## src/core/dhp_pkg.sv

```systemverilog
// Purpose: shared constants of the display host port
// Assumes: clk is the reference clock of the controller
// Notes: command codes, field positions, reset values
package dhp_pkg;
  // Command codes
  localparam logic [7:0] CMD_NOP = 8'h00;
  localparam logic [7:0] CMD_SOFT_RESET = 8'h01;
  localparam logic [7:0] CMD_GET_POWER = 8'h0A;
  localparam logic [7:0] CMD_GET_ADDR_MODE = 8'h0B;
  localparam logic [7:0] CMD_GET_PIX_FMT = 8'h0C;
  localparam logic [7:0] CMD_GET_DISP_MODE = 8'h0D;
  localparam logic [7:0] CMD_GET_SIG_MODE = 8'h0E;
  localparam logic [7:0] CMD_SLEEP_IN = 8'h10;
  localparam logic [7:0] CMD_SLEEP_OUT = 8'h11;
  localparam logic [7:0] CMD_PARTIAL = 8'h12;
  localparam logic [7:0] CMD_NORMAL = 8'h13;
  localparam logic [7:0] CMD_INVERT_OFF = 8'h20;
  localparam logic [7:0] CMD_INVERT_ON = 8'h21;
  localparam logic [7:0] CMD_GAMMA = 8'h26;
  localparam logic [7:0] CMD_DISP_OFF = 8'h28;
  localparam logic [7:0] CMD_DISP_ON = 8'h29;
  localparam logic [7:0] CMD_COLUMNS = 8'h2A;
  localparam logic [7:0] CMD_PAGES = 8'h2B;
  localparam logic [7:0] CMD_MEM_WRITE = 8'h2C;
  localparam logic [7:0] CMD_MEM_READ = 8'h2E;
  localparam logic [7:0] CMD_PART_AREA = 8'h30;
  localparam logic [7:0] CMD_SCROLL_AREA = 8'h33;
  localparam logic [7:0] CMD_TEAR_OFF = 8'h34;
  localparam logic [7:0] CMD_TEAR_ON = 8'h35;
  localparam logic [7:0] CMD_ADDR_MODE = 8'h36;
  // Bus pixel formats
  typedef enum logic [2:0] {
    FMT_8 = 3'h0,
    FMT_9 = 3'h1,
    FMT_565 = 3'h2,
    FMT_18 = 3'h3,
    FMT_24 = 3'h4
  } pix_fmt_t;
  // Read timing in reference clock periods, then FIFO depth and widths
  localparam int FIRST_READ_PERIODS = 5;
  localparam int FIFO_DEPTH = 8;
  localparam int COORD_W = 16;
  localparam int DATA_W = 24;
  // Status bit positions
  localparam int PM_DISP_BIT = 2;
  localparam int PM_NORMAL_BIT = 3;
  localparam int PM_AWAKE_BIT = 4;
  localparam int DM_INVERT_BIT = 5;
  localparam int SM_TEAR_BIT = 7;
  // Reset values
  localparam logic [7:0] GAMMA_RST = 8'h01;
  localparam logic [7:0] ADDR_MODE_RST = 8'h00;
  localparam logic [15:0] COL_END_RST = 16'h027F;
  localparam logic [15:0] PAGE_END_RST = 16'h01DF;
endpackage : dhp_pkg

```

## src/core/pix_fifo_if.sv

```systemverilog
// Purpose: carrier between the host port and its pixel FIFO
// Assumes: one clock for both sides
// Notes: fill side is the decoder, store side the FIFO
`timescale 1ns/1ns
`default_nettype none
interface pix_fifo_if #(parameter int W = 8);
  logic in_valid;
  logic in_ready;
  logic [W-1:0] in_data;
  logic out_valid;
  logic out_ready;
  logic [W-1:0] out_data;
  modport fill(output in_valid, in_data, out_ready, input in_ready, out_valid, out_data);
  modport store(input in_valid, in_data, out_ready, output in_ready, out_valid, out_data);
endinterface : pix_fifo_if
`default_nettype wire

```

## src/core/pix_fifo.sv

```systemverilog
// Purpose: small FIFO between host writes and frame memory
// Assumes: DEPTH is a power of two
// Notes: extra pointer bit tells full from empty
`timescale 1ns/1ns
`default_nettype none
module pix_fifo #(
  parameter int WIDTH = 8,
  parameter int DEPTH = 8
) (
  input wire logic clk,
  input wire logic sys_rst,
  pix_fifo_if.store f
);
  localparam int AW = $clog2(DEPTH);

  // Pointer arithmetic needs a power of two
  if (DEPTH < 2 || (DEPTH & (DEPTH - 1)) != 0) begin : g_bad_depth
    $error("pix_fifo DEPTH must be a power of two");
  end

  logic [WIDTH-1:0] mem_q [DEPTH];
  logic [AW:0] wp_q;
  logic [AW:0] rp_q;
  wire full = (wp_q[AW] != rp_q[AW]) && (wp_q[AW-1:0] == rp_q[AW-1:0]);
  wire empty = (wp_q == rp_q);
  wire push = f.in_valid && !full;
  wire pop = f.out_ready && !empty;

  // Honest flags give back-pressure to the writer
  assign f.in_ready = !full;
  assign f.out_valid = !empty;
  assign f.out_data = mem_q[rp_q[AW-1:0]];

  // Storage has no reset; pointers guard it
  always_ff @(posedge clk) begin
    if (push) begin
      mem_q[wp_q[AW-1:0]] <= f.in_data;
    end
  end

  // Pointers
  always_ff @(posedge clk or posedge sys_rst) begin
    if (sys_rst) begin
      wp_q <= '0;
      rp_q <= '0;
    end else begin
      if (push) wp_q <= wp_q + 1'b1;
      if (pop) rp_q <= rp_q + 1'b1;
    end
  end
endmodule : pix_fifo
`default_nettype wire

```

## src/core/display_host_port.sv

```systemverilog
// Purpose: parallel host port and command decoder
// Assumes: clk is the reference clock; pins are asynchronous
// Notes: frame memory sits outside, behind mem_* ports
`timescale 1ns/1ns
`default_nettype none
module display_host_port
  import dhp_pkg::*;
#(
  parameter int RD_DELAY = FIRST_READ_PERIODS,
  parameter int DEPTH = FIFO_DEPTH
) (
  input wire logic clk,
  input wire logic sys_rst,
  input wire logic bus_i80,
  input wire logic cs_n,
  input wire logic strobe_n,
  input wire logic dir_rd,
  input wire logic register_data_select,
  input wire logic [DATA_W-1:0] data_in,
  output logic [DATA_W-1:0] data_out,
  output logic data_oe,
  input wire logic [2:0] pix_fmt,
  input wire logic first_general_pin_plain,
  input wire logic vertical_front_porch,
  output logic first_general_pin,
  output logic panel_on,
  output logic display_on,
  output logic partial_on,
  output logic invert_on,
  output logic [7:0] gamma_sel,
  output logic [7:0] address_mode,
  output logic [COORD_W-1:0] partial_start,
  output logic [COORD_W-1:0] partial_end,
  output logic [COORD_W-1:0] scroll_top,
  output logic [COORD_W-1:0] scroll_area,
  output logic [COORD_W-1:0] scroll_bottom,
  output logic tear_effect,
  output logic host_wait,
  output logic mem_wr_valid,
  input wire logic mem_wr_ready,
  output logic [COORD_W-1:0] mem_wr_col,
  output logic [COORD_W-1:0] mem_wr_page,
  output logic [DATA_W-1:0] mem_wr_data,
  output logic mem_rd_req,
  output logic [COORD_W-1:0] mem_rd_col,
  output logic [COORD_W-1:0] mem_rd_page,
  input wire logic mem_rd_valid,
  input wire logic [DATA_W-1:0] mem_rd_data
);
  localparam int FW = DATA_W + 2 * COORD_W;

  // Read delay counter is three bits wide
  if (RD_DELAY < 1 || RD_DELAY > 7) begin : g_bad_delay
    $error("RD_DELAY must lie in 1..7");
  end

  typedef enum logic [4:0] {
    S_IDLE = 5'h01,
    S_PARAM = 5'h02,
    S_MWR = 5'h04,
    S_MRD = 5'h08,
    S_STAT = 5'h10
  } state_t;

  // Two-flop synchronisers on every host bus pin
  logic [DATA_W+4:0] meta_q;
  logic [DATA_W+4:0] sync_q;
  // Reset to idle pin levels, else release looks like the end of a write
  localparam logic [DATA_W+4:0] PINS_IDLE = {1'h0, 2'h3, 2'h0, {DATA_W{1'h0}}};
  wire [DATA_W+4:0] pins = {bus_i80, cs_n, strobe_n, dir_rd, register_data_select, data_in};
  always_ff @(posedge clk or posedge sys_rst) begin
    if (sys_rst) begin
      meta_q <= PINS_IDLE;
      sync_q <= PINS_IDLE;
    end else begin
      meta_q <= pins;
      sync_q <= meta_q;
    end
  end

  wire s_i80 = sync_q[DATA_W+4];
  wire s_sel = !sync_q[DATA_W+3];
  wire s_stb = sync_q[DATA_W+2];
  wire s_dir = sync_q[DATA_W+1];
  wire s_rs = sync_q[DATA_W];
  wire [DATA_W-1:0] s_data = sync_q[DATA_W-1:0];

  // Access phases; a 6800 access ends on select or strobe rise
  wire rd_now = s_i80 ? (s_sel && !s_dir) : (s_sel && !s_stb && s_dir);
  wire wr_now = s_i80 ? (s_sel && !s_stb) : (s_sel && !s_stb && !s_dir);
  wire act_now = rd_now || wr_now;

  logic act_q;
  logic isrd_q;
  logic rs_q;
  logic [DATA_W-1:0] dat_q;
  // Last sample while active is the latched word
  always_ff @(posedge clk or posedge sys_rst) begin
    if (sys_rst) begin
      act_q <= 1'b0;
      isrd_q <= 1'b0;
      rs_q <= 1'b0;
      dat_q <= '0;
    end else begin
      act_q <= act_now;
      if (act_now) begin
        isrd_q <= rd_now;
        rs_q <= s_rs;
        dat_q <= s_data;
      end
    end
  end

  wire acc_end = act_q && !act_now;
  wire rd_end = acc_end && isrd_q;
  wire cmd_wr = acc_end && !isrd_q && !rs_q;
  wire prm_wr = acc_end && !isrd_q && rs_q;
  wire [7:0] code = dat_q[7:0];

  // Decoder state
  state_t st_q;
  logic [7:0] cmd_q;
  logic [2:0] pidx_q;
  logic [47:0] pbuf_q;
  logic [1:0] ph_q;
  logic [8:0] w0_q;
  logic [8:0] w1_q;
  logic [7:0] stat_q;
  logic [DATA_W-1:0] pix_rd_q;
  logic [COORD_W-1:0] col_q, page_q;
  logic [COORD_W-1:0] col_s_q, col_e_q, page_s_q, page_e_q;
  logic sleep_q, disp_q, part_q, inv_q, tear_q, gpio_q;

  pix_fmt_t fmt;
  assign fmt = pix_fmt_t'(pix_fmt);

  // Parameter bytes shift in, most significant first
  wire [47:0] pnext = {pbuf_q[39:0], code};
  wire one_byte = (cmd_q == CMD_GAMMA) || (cmd_q == CMD_ADDR_MODE);
  wire [2:0] plast = (cmd_q == CMD_SCROLL_AREA) ? 3'h5 : (one_byte ? 3'h0 : 3'h3);
  wire prm_last = (st_q == S_PARAM) && prm_wr && (pidx_q == plast);

  // Last cycle index per format; 8 and 9 bit buses split a pixel
  wire [1:0] phl = (fmt == FMT_8) ? 2'h2 : ((fmt == FMT_9) ? 2'h1 : 2'h0);
  wire wr_pix = (st_q == S_MWR) && prm_wr && (ph_q == phl);
  wire rd_pix = (st_q == S_MRD) && rd_end && (ph_q == phl);
  wire adv = wr_pix || rd_pix;

  // Window walk: column first, then page, wrap in the window
  wire col_wrap = (col_q == col_e_q);
  wire [COORD_W-1:0] col_nx = col_wrap ? col_s_q : col_q + 16'h0001;
  wire [COORD_W-1:0] pg_inc = (page_q == page_e_q) ? page_s_q : page_q + 16'h0001;
  wire [COORD_W-1:0] pg_nx = col_wrap ? pg_inc : page_q;

  // Incoming pixel widened to 8:8:8, red first on split buses
  logic [DATA_W-1:0] wpix;
  always_comb begin
    case (fmt)
      FMT_8: wpix = {w0_q[7:2], 2'h0, w1_q[7:2], 2'h0, dat_q[7:2], 2'h0};
      FMT_9: wpix = {w0_q[8:3], 2'h0, w0_q[2:0], dat_q[8:6], 2'h0, dat_q[5:0], 2'h0};
      FMT_565: wpix = {dat_q[15:11], 3'h0, dat_q[10:5], 2'h0, dat_q[4:0], 3'h0};
      FMT_18: wpix = {dat_q[17:12], 2'h0, dat_q[11:6], 2'h0, dat_q[5:0], 2'h0};
      default: wpix = dat_q;
    endcase
  end

  // Outgoing word for the present read phase
  wire [5:0] r6 = pix_rd_q[23:18];
  wire [5:0] g6 = pix_rd_q[15:10];
  wire [5:0] b6 = pix_rd_q[7:2];
  logic [DATA_W-1:0] rpix;
  always_comb begin
    case (fmt)
      FMT_8: begin
        case (ph_q)
          2'h0: rpix = {16'h0000, r6, 2'h0};
          2'h1: rpix = {16'h0000, g6, 2'h0};
          default: rpix = {16'h0000, b6, 2'h0};
        endcase
      end
      FMT_9: rpix = (ph_q == 2'h0) ? {15'h0000, r6, g6[5:3]} : {15'h0000, g6[2:0], b6};
      FMT_565: rpix = {8'h00, pix_rd_q[23:19], g6, pix_rd_q[7:3]};
      FMT_18: rpix = {6'h00, r6, g6, b6};
      default: rpix = pix_rd_q;
    endcase
  end

  wire [DATA_W-1:0] rd_word = (st_q == S_STAT) ? {16'h0000, stat_q} :
                              ((st_q == S_MRD) ? rpix : '0);

  // Status bytes for the query commands
  wire [7:0] pm_byte = (8'(disp_q) << PM_DISP_BIT) | (8'(!part_q) << PM_NORMAL_BIT)
                     | (8'(!sleep_q) << PM_AWAKE_BIT);
  wire [7:0] dm_byte = 8'(inv_q) << DM_INVERT_BIT;
  wire [7:0] sm_byte = 8'(tear_q) << SM_TEAR_BIT;

  // Command sequencer; a new command always aborts the old one
  always_ff @(posedge clk or posedge sys_rst) begin
    if (sys_rst) begin
      st_q <= S_IDLE;
      cmd_q <= CMD_NOP;
      pidx_q <= 3'h0;
      pbuf_q <= '0;
      ph_q <= 2'h0;
      w0_q <= '0;
      w1_q <= '0;
      stat_q <= 8'h00;
    end else if (cmd_wr) begin
      cmd_q <= code;
      pidx_q <= 3'h0;
      ph_q <= 2'h0;
      case (code)
        CMD_GET_POWER: stat_q <= pm_byte;
        CMD_GET_ADDR_MODE: stat_q <= address_mode;
        CMD_GET_PIX_FMT: stat_q <= {5'h00, pix_fmt};
        CMD_GET_DISP_MODE: stat_q <= dm_byte;
        CMD_GET_SIG_MODE: stat_q <= sm_byte;
        default: stat_q <= stat_q;
      endcase
      case (code)
        CMD_GET_POWER, CMD_GET_ADDR_MODE, CMD_GET_PIX_FMT,
        CMD_GET_DISP_MODE, CMD_GET_SIG_MODE: st_q <= S_STAT;
        CMD_GAMMA, CMD_COLUMNS, CMD_PAGES, CMD_PART_AREA,
        CMD_SCROLL_AREA, CMD_ADDR_MODE: st_q <= S_PARAM;
        CMD_MEM_WRITE: st_q <= S_MWR;
        CMD_MEM_READ: st_q <= S_MRD;
        default: st_q <= S_IDLE;
      endcase
    end else begin
      if (prm_wr && st_q == S_PARAM) begin
        pbuf_q <= pnext;
        pidx_q <= pidx_q + 3'h1;
        if (prm_last) st_q <= S_IDLE;
      end
      if ((st_q == S_MWR && prm_wr) || (st_q == S_MRD && rd_end)) begin
        ph_q <= (ph_q == phl) ? 2'h0 : ph_q + 2'h1;
      end
      if (st_q == S_MWR && prm_wr && ph_q == 2'h0) w0_q <= dat_q[8:0];
      if (st_q == S_MWR && prm_wr && ph_q == 2'h1) w1_q <= dat_q[8:0];
    end
  end

  // Display state; soft reset restores power-up values
  always_ff @(posedge clk or posedge sys_rst) begin
    if (sys_rst) begin
      sleep_q <= 1'b1;
      gpio_q <= 1'b0;
      disp_q <= 1'b0;
      part_q <= 1'b0;
      inv_q <= 1'b0;
      tear_q <= 1'b0;
      gamma_sel <= GAMMA_RST;
      address_mode <= ADDR_MODE_RST;
    end else if (cmd_wr && code == CMD_SOFT_RESET) begin
      sleep_q <= 1'b1;
      gpio_q <= 1'b0;
      disp_q <= 1'b0;
      part_q <= 1'b0;
      inv_q <= 1'b0;
      tear_q <= 1'b0;
      gamma_sel <= GAMMA_RST;
      address_mode <= ADDR_MODE_RST;
    end else if (cmd_wr) begin
      // Sleep codes only act while the pin serves power control
      if (code == CMD_SLEEP_IN && !first_general_pin_plain) begin
        sleep_q <= 1'b1;
        gpio_q <= 1'b0;
      end
      if (code == CMD_SLEEP_OUT && !first_general_pin_plain) begin
        sleep_q <= 1'b0;
        gpio_q <= 1'b1;
      end
      if (code == CMD_PARTIAL) part_q <= 1'b1;
      if (code == CMD_NORMAL) part_q <= 1'b0;
      if (code == CMD_INVERT_ON) inv_q <= 1'b1;
      if (code == CMD_INVERT_OFF) inv_q <= 1'b0;
      if (code == CMD_DISP_OFF) disp_q <= 1'b0;
      if (code == CMD_DISP_ON) disp_q <= 1'b1;
      if (code == CMD_TEAR_ON) tear_q <= 1'b1;
      if (code == CMD_TEAR_OFF) tear_q <= 1'b0;
    end else if (prm_last) begin
      if (cmd_q == CMD_GAMMA) gamma_sel <= pnext[7:0];
      if (cmd_q == CMD_ADDR_MODE) address_mode <= pnext[7:0];
    end
  end

  // Window and region bounds, four or six bytes each
  always_ff @(posedge clk or posedge sys_rst) begin
    if (sys_rst) begin
      col_s_q <= '0;
      col_e_q <= COL_END_RST;
      page_s_q <= '0;
      page_e_q <= PAGE_END_RST;
      partial_start <= '0;
      partial_end <= PAGE_END_RST;
      scroll_top <= '0;
      scroll_area <= '0;
      scroll_bottom <= '0;
    end else if (prm_last) begin
      if (cmd_q == CMD_COLUMNS) begin
        col_s_q <= pnext[31:16];
        col_e_q <= pnext[15:0];
      end
      if (cmd_q == CMD_PAGES) begin
        page_s_q <= pnext[31:16];
        page_e_q <= pnext[15:0];
      end
      if (cmd_q == CMD_PART_AREA) begin
        partial_start <= pnext[31:16];
        partial_end <= pnext[15:0];
      end
      if (cmd_q == CMD_SCROLL_AREA) begin
        scroll_top <= pnext[47:32];
        scroll_area <= pnext[31:16];
        scroll_bottom <= pnext[15:0];
      end
    end
  end

  // Memory pointer: load window start, advance per pixel
  wire start_mem = cmd_wr && (code == CMD_MEM_WRITE || code == CMD_MEM_READ);
  always_ff @(posedge clk or posedge sys_rst) begin
    if (sys_rst) begin
      col_q <= '0;
      page_q <= '0;
    end else if (start_mem) begin
      col_q <= col_s_q;
      page_q <= page_s_q;
    end else if (adv) begin
      col_q <= col_nx;
      page_q <= pg_nx;
    end
  end

  // Fetch on read start and after each pixel is sent out
  logic req_q;
  always_ff @(posedge clk or posedge sys_rst) begin
    if (sys_rst) begin
      req_q <= 1'b0;
      pix_rd_q <= '0;
    end else begin
      req_q <= (cmd_wr && code == CMD_MEM_READ) || rd_pix;
      if (mem_rd_valid) pix_rd_q <= mem_rd_data;
    end
  end
  assign mem_rd_req = req_q;
  assign mem_rd_col = col_q;
  assign mem_rd_page = page_q;

  // Read drive waits out the first read delay
  logic [2:0] rcnt_q;
  logic oe_q;
  logic [DATA_W-1:0] dout_q;
  always_ff @(posedge clk or posedge sys_rst) begin
    if (sys_rst) begin
      rcnt_q <= 3'h0;
      oe_q <= 1'b0;
      dout_q <= '0;
    end else begin
      rcnt_q <= !rd_now ? 3'h0 : ((rcnt_q == 3'h7) ? rcnt_q : rcnt_q + 3'h1);
      oe_q <= rd_now && (rcnt_q >= 3'(RD_DELAY - 1));
      dout_q <= rd_word;
    end
  end
  assign data_out = dout_q;
  assign data_oe = oe_q;

  // Pixel writes queue up for frame memory
  pix_fifo_if #(.W(FW)) wq ();
  assign wq.in_valid = wr_pix;
  assign wq.in_data = {page_q, col_q, wpix};
  assign wq.out_ready = mem_wr_ready;
  assign mem_wr_valid = wq.out_valid;
  assign mem_wr_page = wq.out_data[FW-1:DATA_W+COORD_W];
  assign mem_wr_col = wq.out_data[DATA_W+COORD_W-1:DATA_W];
  assign mem_wr_data = wq.out_data[DATA_W-1:0];
  // Host has no wait line of its own; it must poll this before writing
  assign host_wait = !wq.in_ready;

  pix_fifo #(.WIDTH(FW), .DEPTH(DEPTH)) u_fifo (
    .clk(clk),
    .sys_rst(sys_rst),
    .f(wq.store)
  );

  // Tear output follows the porch level, one cycle later, while enabled
  logic tear_out_q;
  always_ff @(posedge clk or posedge sys_rst) begin
    if (sys_rst) tear_out_q <= 1'b0;
    else tear_out_q <= tear_q && vertical_front_porch;
  end
  assign tear_effect = tear_out_q;

  assign first_general_pin = gpio_q;
  assign panel_on = !sleep_q;
  assign display_on = disp_q;
  assign partial_on = part_q;
  assign invert_on = inv_q;
endmodule : display_host_port
`default_nettype wire

```

## config.mk

```make
export PLATFORM = sky130hd
export DESIGN_NAME = display_host_port
export DESIGN_NICKNAME = d
export VERILOG_FILES = /design/src/core/dhp_pkg.sv /design/src/core/pix_fifo_if.sv /design/src/core/pix_fifo.sv /design/src/core/display_host_port.sv
export SDC_FILE = /design/constraint.sdc
export NUM_CORES = 1
export LEC_CHECK = 0
export ABC_AREA = 0
export BUFFER_PORTS_ARGS = -buffer_cell sky130_fd_sc_hd__buf_2
export CORE_AREA = 2 2 355 252
export CTS_CLUSTER_DIAMETER = 40
export DETAILED_ROUTE_END_ITERATION = 8
export DIE_AREA = 0 0 357 254
export PLACE_DENSITY = 0.6
export RECOVER_POWER = 25
export SYNTH_ARGS = -nofsm -noshare
export SYNTH_HDL_FRONTEND = slang
export SYNTH_HIERARCHICAL = 1
export SYNTH_SLANG_ARGS = --single-unit
```

## constraint.sdc

```tcl
create_clock -name clk -period 16.2 [get_ports clk]
set_input_delay 3.24 -clock clk [delete_from_list [all_inputs] [get_ports clk]]
set_output_delay 3.24 -clock clk [all_outputs]
set_load 0.02 [all_outputs]
```

==> summary.md, run 1 <==
| Metric | Value |
|---|---|
| Slew @ Worst Pin | 2.925 ns |
| HPWL after detailed placement | 55.31 mm |
| Top_reg_cell synth | edfxtp_1 |
| ANT nets after route | 0 |
| Core Box Area | 87,220 um^2 |
| PwrDens | 147.1 nW/um^2 |
| Row count | 91 |
| Leak Pwr | 17.20 nW |
| Post-CTS setup buffers | 0 |
| # resized after CTS | 0 |
| RePlAce Congestion | 0.8462 |
| Hold slack | 0.3424 ns |
| Clk_lat worst skew | 0.68 ns |
| Share of cells above drive strength 1 | 37.51% |
| Initial antenna violation count | 4 |
| DR WL/cell | 23.72 um |
| Crit share post-route | 42.04% |
| Routed vias | 20.42k |
| H-tree Lvls | 3 |
| Post-layout net count | 2,554 |
| Crit-path max FO | 44 |
| Clk Tree Root Cell | clkbuf_16 |
| Final setup fails | 0 |
| Initial Util | 40.75% |
| Die area | 90,680 um^2 |
| CTS Hold Buffers Added | 0 |
| Max Fclk | 0.1468 GHz |
| Asr flop ratio synth | 48.74% |
| Clock buffer depth | 3 |
| Crit Path Category | flip-flop to output pin |
| Mapped Avg Cell Area | 16.43 um^2 |
| Crit path DAT | 3.57 ns |
| First-pass GRT wire length | 133.4 mm |
| Vias per inst | 5.463 |
| WL final | 88.67 mm |
| First drt pass iteration count | 5 |
| Worst min-delay path class | flip-flop to flip-flop |
| Seq/Total Area, Yosys | 67.95% |
| Largest net degree at the start of global routing | 121 |
| Setup crit end kind | output pin |
| Synth Instances | 2,163 |
| Syn Nets | 2,238 |
| Synth-to-layout area growth | 18.46% |
| Critical Path Start Type | flip-flop |
| Clk sinks | 874 |
| Synth cell types | 79 |
| DRT iter0 DRCs | 1,988 |
| Post-synth EDFFs | 448 |
| Die H | 254 um |
| Grt ovf | 0 |
| Failing checks | capacitance limit, slew limit |
| Io pins | 280 |
| Cells on worst reg2reg path | 7 |
| Vias in the first global route | 20.81k |
| Tmin final | 6.811 ns |
| Worst Hold Path Cells | 0 |
| Status | complete, but fails checks |
| Final Hold Viols | 0 |
| RSZ-0062 raised after global routing | no |
| Post-route setup TNS | 0 ns |
| DRC viols | 0 |
| Yosys reg bits | 874 |
| Setup Skew | 0.02439 ns |
| CTS tree | yes |
| Die W | 357 um |
| Maximum VDD drop | 0.08798 mV |
| WP data required | 12.96 ns |
| TritonCTS Buffers | 109 |
| Synth Cell Area | 35,540 um^2 |
| GRT Total Usage | 19.66% |
| Max_cap viols | 5 |
| IO buf count | 279 |
| Clock Pin Slew Worst Setup and Hold Paths | 0.06 ns |
| Max Slew Vio Count | 174 |
| Rel. slew slack | -95.00% |
| Ys Warns | 6 |
power breakdown:
part	internal [mW]	switching, mW	total [mW]
registers	2.40	0.117	2.51
clock network	1.58	0.986	2.56
logic	0.514	0.603	1.12
total	4.49	1.71	6.19
state kept, by name, indices dropped and copies added, names as in the netlist, 6 cells and up:
signal	count
meta_q	29
address_mode	8
mem_rd_page	16
scroll_bottom	16
partial_start	16
data_out	24
stat_q	8
col_s_q	16
w1_q	6
scroll_top	16
gamma_sel	8
dat_q	24
pbuf_q	40
page_s_q	16
col_e_q	16
scroll_area	16
w0_q	9
u_fifo/mem_q	448
partial_end	16
cmd_q	8
sync_q	29
pix_rd_q	24
mem_rd_col	16
page_e_q	16
cell usage after synthesis, types with 6 or more instances:
| cell | number | area (um^2) |
|---|---|---|
| a22oi_1 | 24 | 180.2 |
| and3_1 | 20 | 125.1 |
| inv_1 | 29 | 108.9 |
| nor2b_1 | 8 | 50.05 |
| mux2_2 | 222 | 2500 |
| a22o_1 | 19 | 166.4 |
| nor3_1 | 18 | 90.09 |
| dfstp_2 | 31 | 814.5 |
| edfxtp_1 | 448 | 13450 |
| nand3_1 | 29 | 145.1 |
| buf_6 | 8 | 90.09 |
| ha_1 | 13 | 162.7 |
| o22ai_1 | 8 | 50.05 |
| a21o_1 | 6 | 45.04 |
| mux4_2 | 120 | 2703 |
| and4_1 | 6 | 52.55 |
| nand4_1 | 17 | 106.4 |
| mux2i_1 | 22 | 220.2 |
| o21ai_0 | 67 | 335.3 |
| and2_1 | 8 | 50.05 |
| a221oi_1 | 6 | 52.55 |
| clkbuf_1 | 76 | 285.3 |
| buf_2 | 32 | 160.2 |
| xor2_1 | 23 | 201.4 |
| nor4_1 | 9 | 56.30 |
| a21oi_1 | 31 | 155.2 |
| dfrtp_1 | 395 | 9884 |
| buf_1 | 8 | 30.03 |
| nor2_1 | 61 | 229.0 |
| mux2_4 | 67 | 1006 |
| xnor2_1 | 31 | 271.5 |
| nand2_1 | 182 | 683.2 |
| o2bb2ai_1 | 7 | 61.31 |
| a211oi_1 | 15 | 112.6 |
cell families (layout without fill, tap and decap cells):
family	count (synthesis)	in the layout	share of synthesized area, %
and+or+nand+nor	397	397	5.436
AOI/OAI and AO/OA	233	233	4.598
buffers and inverters	157	569	1.996
xor gates and xnor gates	55	55	1.376
adders and majority gates	13	13	0.4577
muxes	434	434	18.18
other	0	1	0
DFF	874	874	67.95
metal layers:
| layer | vias to the layer above | track usage (%) | wire [um] |
|---|---|---|---|
| met2 | 758 | 28.70 | 39200 |
| li1 | 8889 | - | - |
| met1 | 10636 | 29.57 | 40400 |
| met4 | 2 | 4.790 | 1662 |
| met3 | 136 | 4.704 | 7397 |
| met5 | - | 0 | 16 |
critical path, stage by stage, from the launching register on:
cell and delay, ns:
dfrtp_4 0.90, buf_4 0.85, mux4_2 0.60, mux2_2 0.33
buf_2 0.18
cell usage in the layout (no fill, tap or decap), types with 17 or more instances in the layout:
master / count
a21oi_1: 31
a22o_1: 19
a22oi_1: 24
and3_1: 20
buf_2: 276
buf_4: 28
clkbuf_1: 39
clkbuf_16: 112
dfrtp_1: 392
dfstp_2: 31
edfxtp_1: 448
inv_1: 28
mux2_2: 222
mux2_4: 67
mux2i_1: 22
mux4_2: 120
nand2_1: 182
nand3_1: 28
nand4_1: 17
nor2_1: 58
o21ai_0: 67
xnor2_1: 31
xor2_1: 23
stage by stage:
step                      power, mW  util (%)  setup WS [ns]  instances  area (um^2)
after CTS                     6.273     48.42          9.248       3737        42230
final                         6.194     48.27          9.389       3738        42100
after global placement        3.686     43.90          9.589       3530        38290
after floorplan               3.361         -          1.377       2163        35540
after global routing          6.436     48.27          9.080       3737        42100
after detailed placement      3.700     43.90          9.372       3530        38290
worst paths after layout:
check / start / end / slack [ns]
min in group asynchronous: sys_rst / u_fifo/rp_q[2] / 2.75
min: meta_q[13] / sync_q[13] / 0.34
min reg2reg: meta_q[13] / sync_q[13] / 0.34
max reg2reg: sync_q[26] / scroll_area[10] / 10.10
max: u_fifo/rp_q[0] / mem_wr_page[14] / 9.39
max in group asynchronous: sys_rst / pbuf_q[36] / 10.89
layout make-up:
cell class                      instances  area, um^2
Clock buffer                          136        3007
Inverter                               31       123.9
Fill cell                            7452       45110
Timing Repair Buffer                  331        1693
Sequential cell                       874       24160
Multi-Input combinational cell       1132       10730
Tap cell                             1162        1454
Clock inverter                         71       933.4
Antenna cell                            1       2.502
(Power assumes the default switching activity.)
==> run 2: changes to the inputs <==
Settings changed: ABC_AREA 0 to 1, CORE_AREA 2 2 355 252 to 2 2 360 255, DIE_AREA 0 0 357 254 to 0 0 362 257.
Clock period 16.2 ns to 6.3 ns, I/O delays scaled along.
==> run 2 against run 1 <==
The flow still finishes with violations (capacitance limit, slew limit). Sequential share of layout area shrank 0.91 points. First-iteration DRC count up 23%. Hold slack better by 0.0025 ns. Combinational power rose to 3.0 times the previous value. Critical path depth grew 3. Setup slack got worse by 7.8 ns. Non-clock buffer count fell by 8. Sequential cell count is the same. Clock-buffer cell count is 3 lower. Synthesized cell count is 63% higher. Via count up 29%. Largest cell class unchanged.
==> summary.md, run 2 <==
| Metric | Value |
|---|---|
| Core Box Area | 89,440 um^2 |
| Initial antenna violation count | 6 |
| Synth-to-layout area growth | 17.23% |
| Crit share post-route | 74.77% |
| Reg2reg start | sync_q[27] |
| Clock Pin Slew Worst Setup and Hold Paths | 0.06 ns |
| Failing checks | capacitance limit, slew limit |
| Most common library cells after synthesis | nand2_1, edfxtp_1, dfrtp_1, o21ai_0, nor2_1 |
| Hold slack | 0.3449 ns |
| CTS Hold Buffers Added | 0 |
| Syn Nets | 3,600 |
| ANT nets after route | 0 |
| HPWL after detailed placement | 63.03 mm |
| R2R Path End | page_e_q[3] |
| Post-layout net count | 3,843 |
| Leak Pwr | 18.69 nW |
| Max Slew Vio Count | 161 |
| Synth area leaders | edfxtp_1, dfrtp_1, nand2_1, o21ai_0, nor2_1 |
| Status | complete, but fails checks |
| Clock buffer depth | 3 |
| Max FFs per register | 448 |
| Crit path DAT | 3.45 ns |
| Setup crit end kind | output pin |
| Clk Tree Root Cell | clkbuf_16 |
| Yosys top cell by area | edfxtp_1 |
| Die area | 93,030 um^2 |
| Share of cells above drive strength 1 | 15.36% |
| Final core utilization | 47.83% |
| Crit-path max FO | 142 |
| Most frequent cells in the layout | nand2_1, edfxtp_1, o21ai_0 |
| Clk_lat worst skew | 0.70 ns |
| Clk sinks | 874 |
| Setup crit start | u_fifo/rp_q[0] |
| Maximum VDD drop | 0.2417 mV |
| Die H | 257 um |
| Die W | 362 um |
| H-tree Lvls | 3 |
| Cells on worst reg2reg path | 12 |
| Cell with the most instances after synthesis | nand2_1 |
| Row count | 92 |
| TritonCTS Buffers | 111 |
| Top_reg_cell synth | edfxtp_1 |
| Flop2flop setup slack | 1.86 ns |
| First drt pass iteration count | 6 |
| WP data required | 5.04 ns |
| Vias per inst | 5.231 |
| RePlAce Congestion | 0.8766 |
| Synth cell types | 54 |
| Rel. slew slack | -39.80% |
| Routed vias | 26.38k |
| Final Hold Viols | 0 |
| Mapped Avg Cell Area | 10.35 um^2 |
| Max_cap viols | 4 |
| Post-CTS setup buffers | 0 |
| Io pins | 280 |
| CTS tree | yes |
| DR WL/cell | 20.27 um |
| # resized after CTS | 0 |
| Grt ovf | 0 |
| Synth Cell Area | 36,490 um^2 |
| GRT Total Usage | 21.85% |
| Hold Startpoint | meta_q[24] |
| Post-synth top area share | 36.87% |
| PwrDens | 386.3 nW/um^2 |
| IO buf count | 279 |
| Slew @ Worst Pin | 2.097 ns |
| Synth Instances | 3,525 |
| Tmin final | 4.711 ns |
| RSZ-0062 raised after global routing | no |
| Max Fclk | 0.2123 GHz |
| Seq/Total Area, Yosys | 66.19% |
| Vias in the first global route | 25.47k |
| Total power | 16.52 mW |
| DRT iter0 DRCs | 2,441 |
| Post-synth EDFFs | 448 |
| Ys Warns | 6 |
| Largest net degree at the start of global routing | 154 |
| Initial Util | 40.80% |
| Worst min-delay path class | flip-flop to flip-flop |
| Asr flop ratio synth | 48.74% |
| Yosys reg bits | 874 |
| First-pass GRT wire length | 156.8 mm |
| WL final | 102.2 mm |
| Worst setup path endpoint | mem_wr_page[6] |
| Crit Path Category | flip-flop to output pin |
| Final setup fails | 0 |
| Setup Skew | 0.02960 ns |
| Critical Path Start Type | flip-flop |
| DRC viols | 0 |
| Commonest non-fill, non-tap cell in the layout | nand2_1 |
[run 2: worst min path at each step]
stage / end / slack [ns] / cells past startpoint
CTS: sync_q[24] / 0.34 / 0
finish: sync_q[24] / 0.34 / 0
detailed placement: sync_q[24] / 0.33 / 0
global route: sync_q[12] / 0.35 / 0
global placement: sync_q[7] / 0.33 / 0
floorplan: sync_q[0] / 0.33 / 0
[run 2: metrics by stage]
| stage | setup slack [ns] | cells | TNS, ns | instance area [um^2] |
|---|---|---|---|---|
| 3_3_place_gp | 2.173 | 4830 | 0 | 38800 |
| 4_1_cts | 1.532 | 5041 | 0 | 42830 |
| 2_1_floorplan | -0.5722 | 3525 | -221.45 | 36500 |
| 5_1_grt | 1.284 | 5041 | 0 | 42780 |
| 3_5_place_dp | 2.083 | 4830 | 0 | 38800 |
| 6_report | 1.589 | 5042 | 0 | 42780 |
[run 2: cell families after synthesis]
kind of cell	share of synthesized area (%)
adder cells (fa/ha/maj)	0.4458
buffers and inverters	4.780
AND/OR/NAND/NOR	16.30
XOR/XNOR	1.344
flip-flops	66.19
AO/OA/AOI/OAI	10.88
multiplexers	0.06171
[run 2: area by class of cell]
class | count | area [um^2]
timing repair buffer | 323 | 1722
multi-input combinational | 2264 | 10650
antenna | 1 | 2.502
fill | 8202 | 46660
clock buffer | 133 | 2935
clock inverter | 78 | 1100
inverter | 194 | 739.5
tap | 1175 | 1470
sequential | 874 | 24160
[run 2: critical path, cell delays in order (launching register included)]
cell and delay, ns:
dfrtp_4 0.75, inv_6 0.84, buf_12 0.40, o21ai_0 0.14
o22ai_1 0.18, nand2_1 0.10, nand2_1 0.11, buf_2 0.16
[run 2: metal layers]
layer  share of wire (%)  vias up  GRT usage [%]
met5               0.035        -              0
met4                 1.8        8          4.965
met3                 8.6      148          6.126
met2                  42      831          31.08
met1                  47    12923          32.97
li1                    -    12466              -
[run 2: where the power goes]
part	leakage, nW	internal [mW]	switching [mW]
Combinational	7.05	0.951	2.39
Sequential	9.70	6.15	0.230
Clock	1.94	4.17	2.63
Total	18.7	11.3	5.25
==> run 3: changes to the inputs <==
Clock period 6.3 ns to 4.85 ns, I/O delays scaled along.
==> run 3 against run 2 <==
The flow still finishes with violations (capacitance limit, slew limit). Core utilization is essentially flat. Die area stayed put. Global-route usage decreased by 0.12 points. Clock-buffer cell count down 9. First-iteration DRC count fell by 2.1%. Sequential share of layout area is essentially flat. Critical path type unchanged. Largest power group unchanged. Highest routed layer unchanged.
==> summary.md, run 3 (synthesis gave the netlist of run 2 again) <==
| Metric | Value |
|---|---|
| GRT Total Usage | 21.72% |
| Cells on worst reg2reg path | 9 |
| Core Box Area | 89,440 um^2 |
| Logic pwr share | 21.1% |
| Post-route setup TNS | 0 ns |
| Vias per inst | 5.251 |
| Crit share post-route | 85.85% |
| Leak Pwr | 18.72 nW |
| WL final | 102.1 mm |
| Vias in the first global route | 25.26k |
| Grt ovf | 0 |
| Setup crit end kind | output pin |
| Share of cells above drive strength 1 | 15.60% |
| DRC viols | 0 |
| DR WL/cell | 20.22 um |
| Flop2flop setup slack | 1.44 ns |
| Slew @ Worst Pin | 2.210 ns |
| Setup Skew | 0.02900 ns |
| Post-CTS setup buffers | 0 |
| R2R Path End | u_fifo/mem_q[2][30] |
| Crit path DAT | 3.19 ns |
| CTS Hold Buffers Added | 0 |
| Net switching power | 6.819 mW |
| Placed Instances | 4,842 |
| Final setup fails | 0 |
| Multi-input gate area | 10,650 um^2 |
| Most frequent cells in the layout | nand2_1, edfxtp_1, o21ai_0 |
| WP data required | 3.88 ns |
| Final std cells w/o fill | 5,049 |
| Worst hold endpoint | sync_q[12] |
| # resized after CTS | 0 |
| RSZ-0062 raised after global routing | no |
| Clk Tree Root Cell | clkbuf_16 |
| Clock power share | 40.2% |
| Worst min-delay path class | flip-flop to flip-flop |
| Io pins | 280 |
| Initial Util | 40.80% |
| Largest stage delay on the critical path | 0.73 ns |
| IO buf count | 279 |
| Max Slew Vio Count | 247 |
| Tmin final | 4.164 ns |
| Rel. slew slack | -47.32% |
| Worst-path cell chain | buf_4 -> buf_4 -> o21ai_0 -> o22ai_1 -> nand2_1 -> nand2_1 -> buf_2 |
| Slowest CP cell | buf_4 |
| Max Fclk | 0.2402 GHz |
| Row count | 92 |
| Clk_lat worst skew | 0.69 ns |
| Die H | 257 um |
| Largest net degree at the start of global routing | 115 |
| TritonCTS Buffers | 109 |
| H-tree Lvls | 3 |
| Die area | 93,030 um^2 |
| Design Area, Final | 42,810 um^2 |
| Routed vias | 26.51k |
| First drt pass iteration count | 8 |
| PwrDens | 495.5 nW/um^2 |
| Fillers | 8,135 |
| Max_cap viols | 5 |
| Max FFs per register | 448 |
| Final Hold Viols | 0 |
| Clock buffer depth | 3 |
| Failing checks | capacitance limit, slew limit |
| ANT nets after route | 0 |
| Clk sinks | 874 |
| RePlAce Congestion | 0.8833 |
| First-pass GRT wire length | 155.9 mm |
| Sequential Power Share | 38.7% |
| Worst Hold Path Cells | 0 |
| Hold slack | 0.3460 ns |
| Clock Pin Slew Worst Setup and Hold Paths | 0.06 ns |
| Commonest non-fill, non-tap cell in the layout | nand2_1 |
| Crit-path max FO | 74 |
| CTS tree | yes |
| Int Pwr | 14.40 mW |
| HPWL after detailed placement | 63.19 mm |
| Status | complete, but fails checks |
| Switching share of total power | 32.14% |
| Die W | 362 um |
| Maximum VDD drop | 0.3333 mV |
| Synth-to-layout area growth | 17.32% |
| DRT iter0 DRCs | 2,390 |
| Critical Path Start Type | flip-flop |
| Initial antenna violation count | 7 |
| Post-layout net count | 3,853 |
| Reg2reg start | u_fifo/rp_q[1] |
| Crit Path Category | flip-flop to output pin |
| Register area | 24,160 um^2 |
| Placement Cell Area | 39,000 um^2 |
| Hold Startpoint | meta_q[12] |
-- run 3: metal layers --
layer  track usage [%]  vias up  share of wire [%]
li1                  -    12479                  -
met1             33.67    12942                 48
met2             30.92      945                 42
met3             4.723      145                8.0
met4             5.000        2                1.9
met5                 0        -              0.013
-- run 3: power by group through the flow --
| stage | logic [mW] | clock network (mW) | registers, mW |
|---|---|---|---|
| after floorplan | 3.17 | 0 | 8.22 |
| after global placement | 4.48 | 0 | 8.34 |
| after detailed placement | 4.49 | 0 | 8.35 |
| after CTS | 4.51 | 8.67 | 8.20 |
| after global routing | 4.98 | 8.98 | 8.23 |
| final | 4.48 | 8.53 | 8.21 |
-- run 3: worst max path at each step --
stage / startpoint / to / slack, ns / cells after the start
3_3_place_gp: pix_fmt[2] / u_fifo/mem_q[2][51] / 1.26 / 11
5_1_grt: sys_rst / pix_rd_q[0] / 0.45 / 3
6_report: u_fifo/rp_q[1] / mem_wr_data[23] / 0.69 / 7
4_1_cts: u_fifo/rp_q[0] / mem_wr_page[3] / 0.67 / 7
2_1_floorplan: sys_rst / act_q / -1.73 / 1
3_5_place_dp: pix_fmt[2] / u_fifo/mem_q[2][39] / 1.18 / 11
-- run 3: final cells by class --
cell class                 instances  share of cell area [%]
antenna                            3                 0.01754
clock inverter                    80                   2.353
sequential                       874                   56.43
clock buffer                     124                   6.719
tap                             1175                   3.434
inverter                         194                   1.724
timing repair buffer             335                   4.448
multi-input combinational       2264                   24.88
-- run 3: worst max-delay path: cells and delay by family, from the launching register on --
family / cells / cell delay, ns
AO/OA/AOI/OAI: 2 / 0.47
buffers and inverters: 3 / 1.35
flip-flops: 1 / 0.36
AND/OR/NAND/NOR: 2 / 0.28
-- run 3: metrics by stage --
| stage | util (%) | setup WS (ns) | power (mW) |
|---|---|---|---|
| finish | 47.87 | 0.6863 | 21.22 |
| global route | 47.86 | 0.4522 | 22.19 |
| CTS | 47.95 | 0.6652 | 21.38 |
| detailed placement | 43.60 | 1.180 | 12.84 |
| global placement | 43.60 | 1.262 | 12.82 |
| floorplan | - | -1.732 | 11.39 |
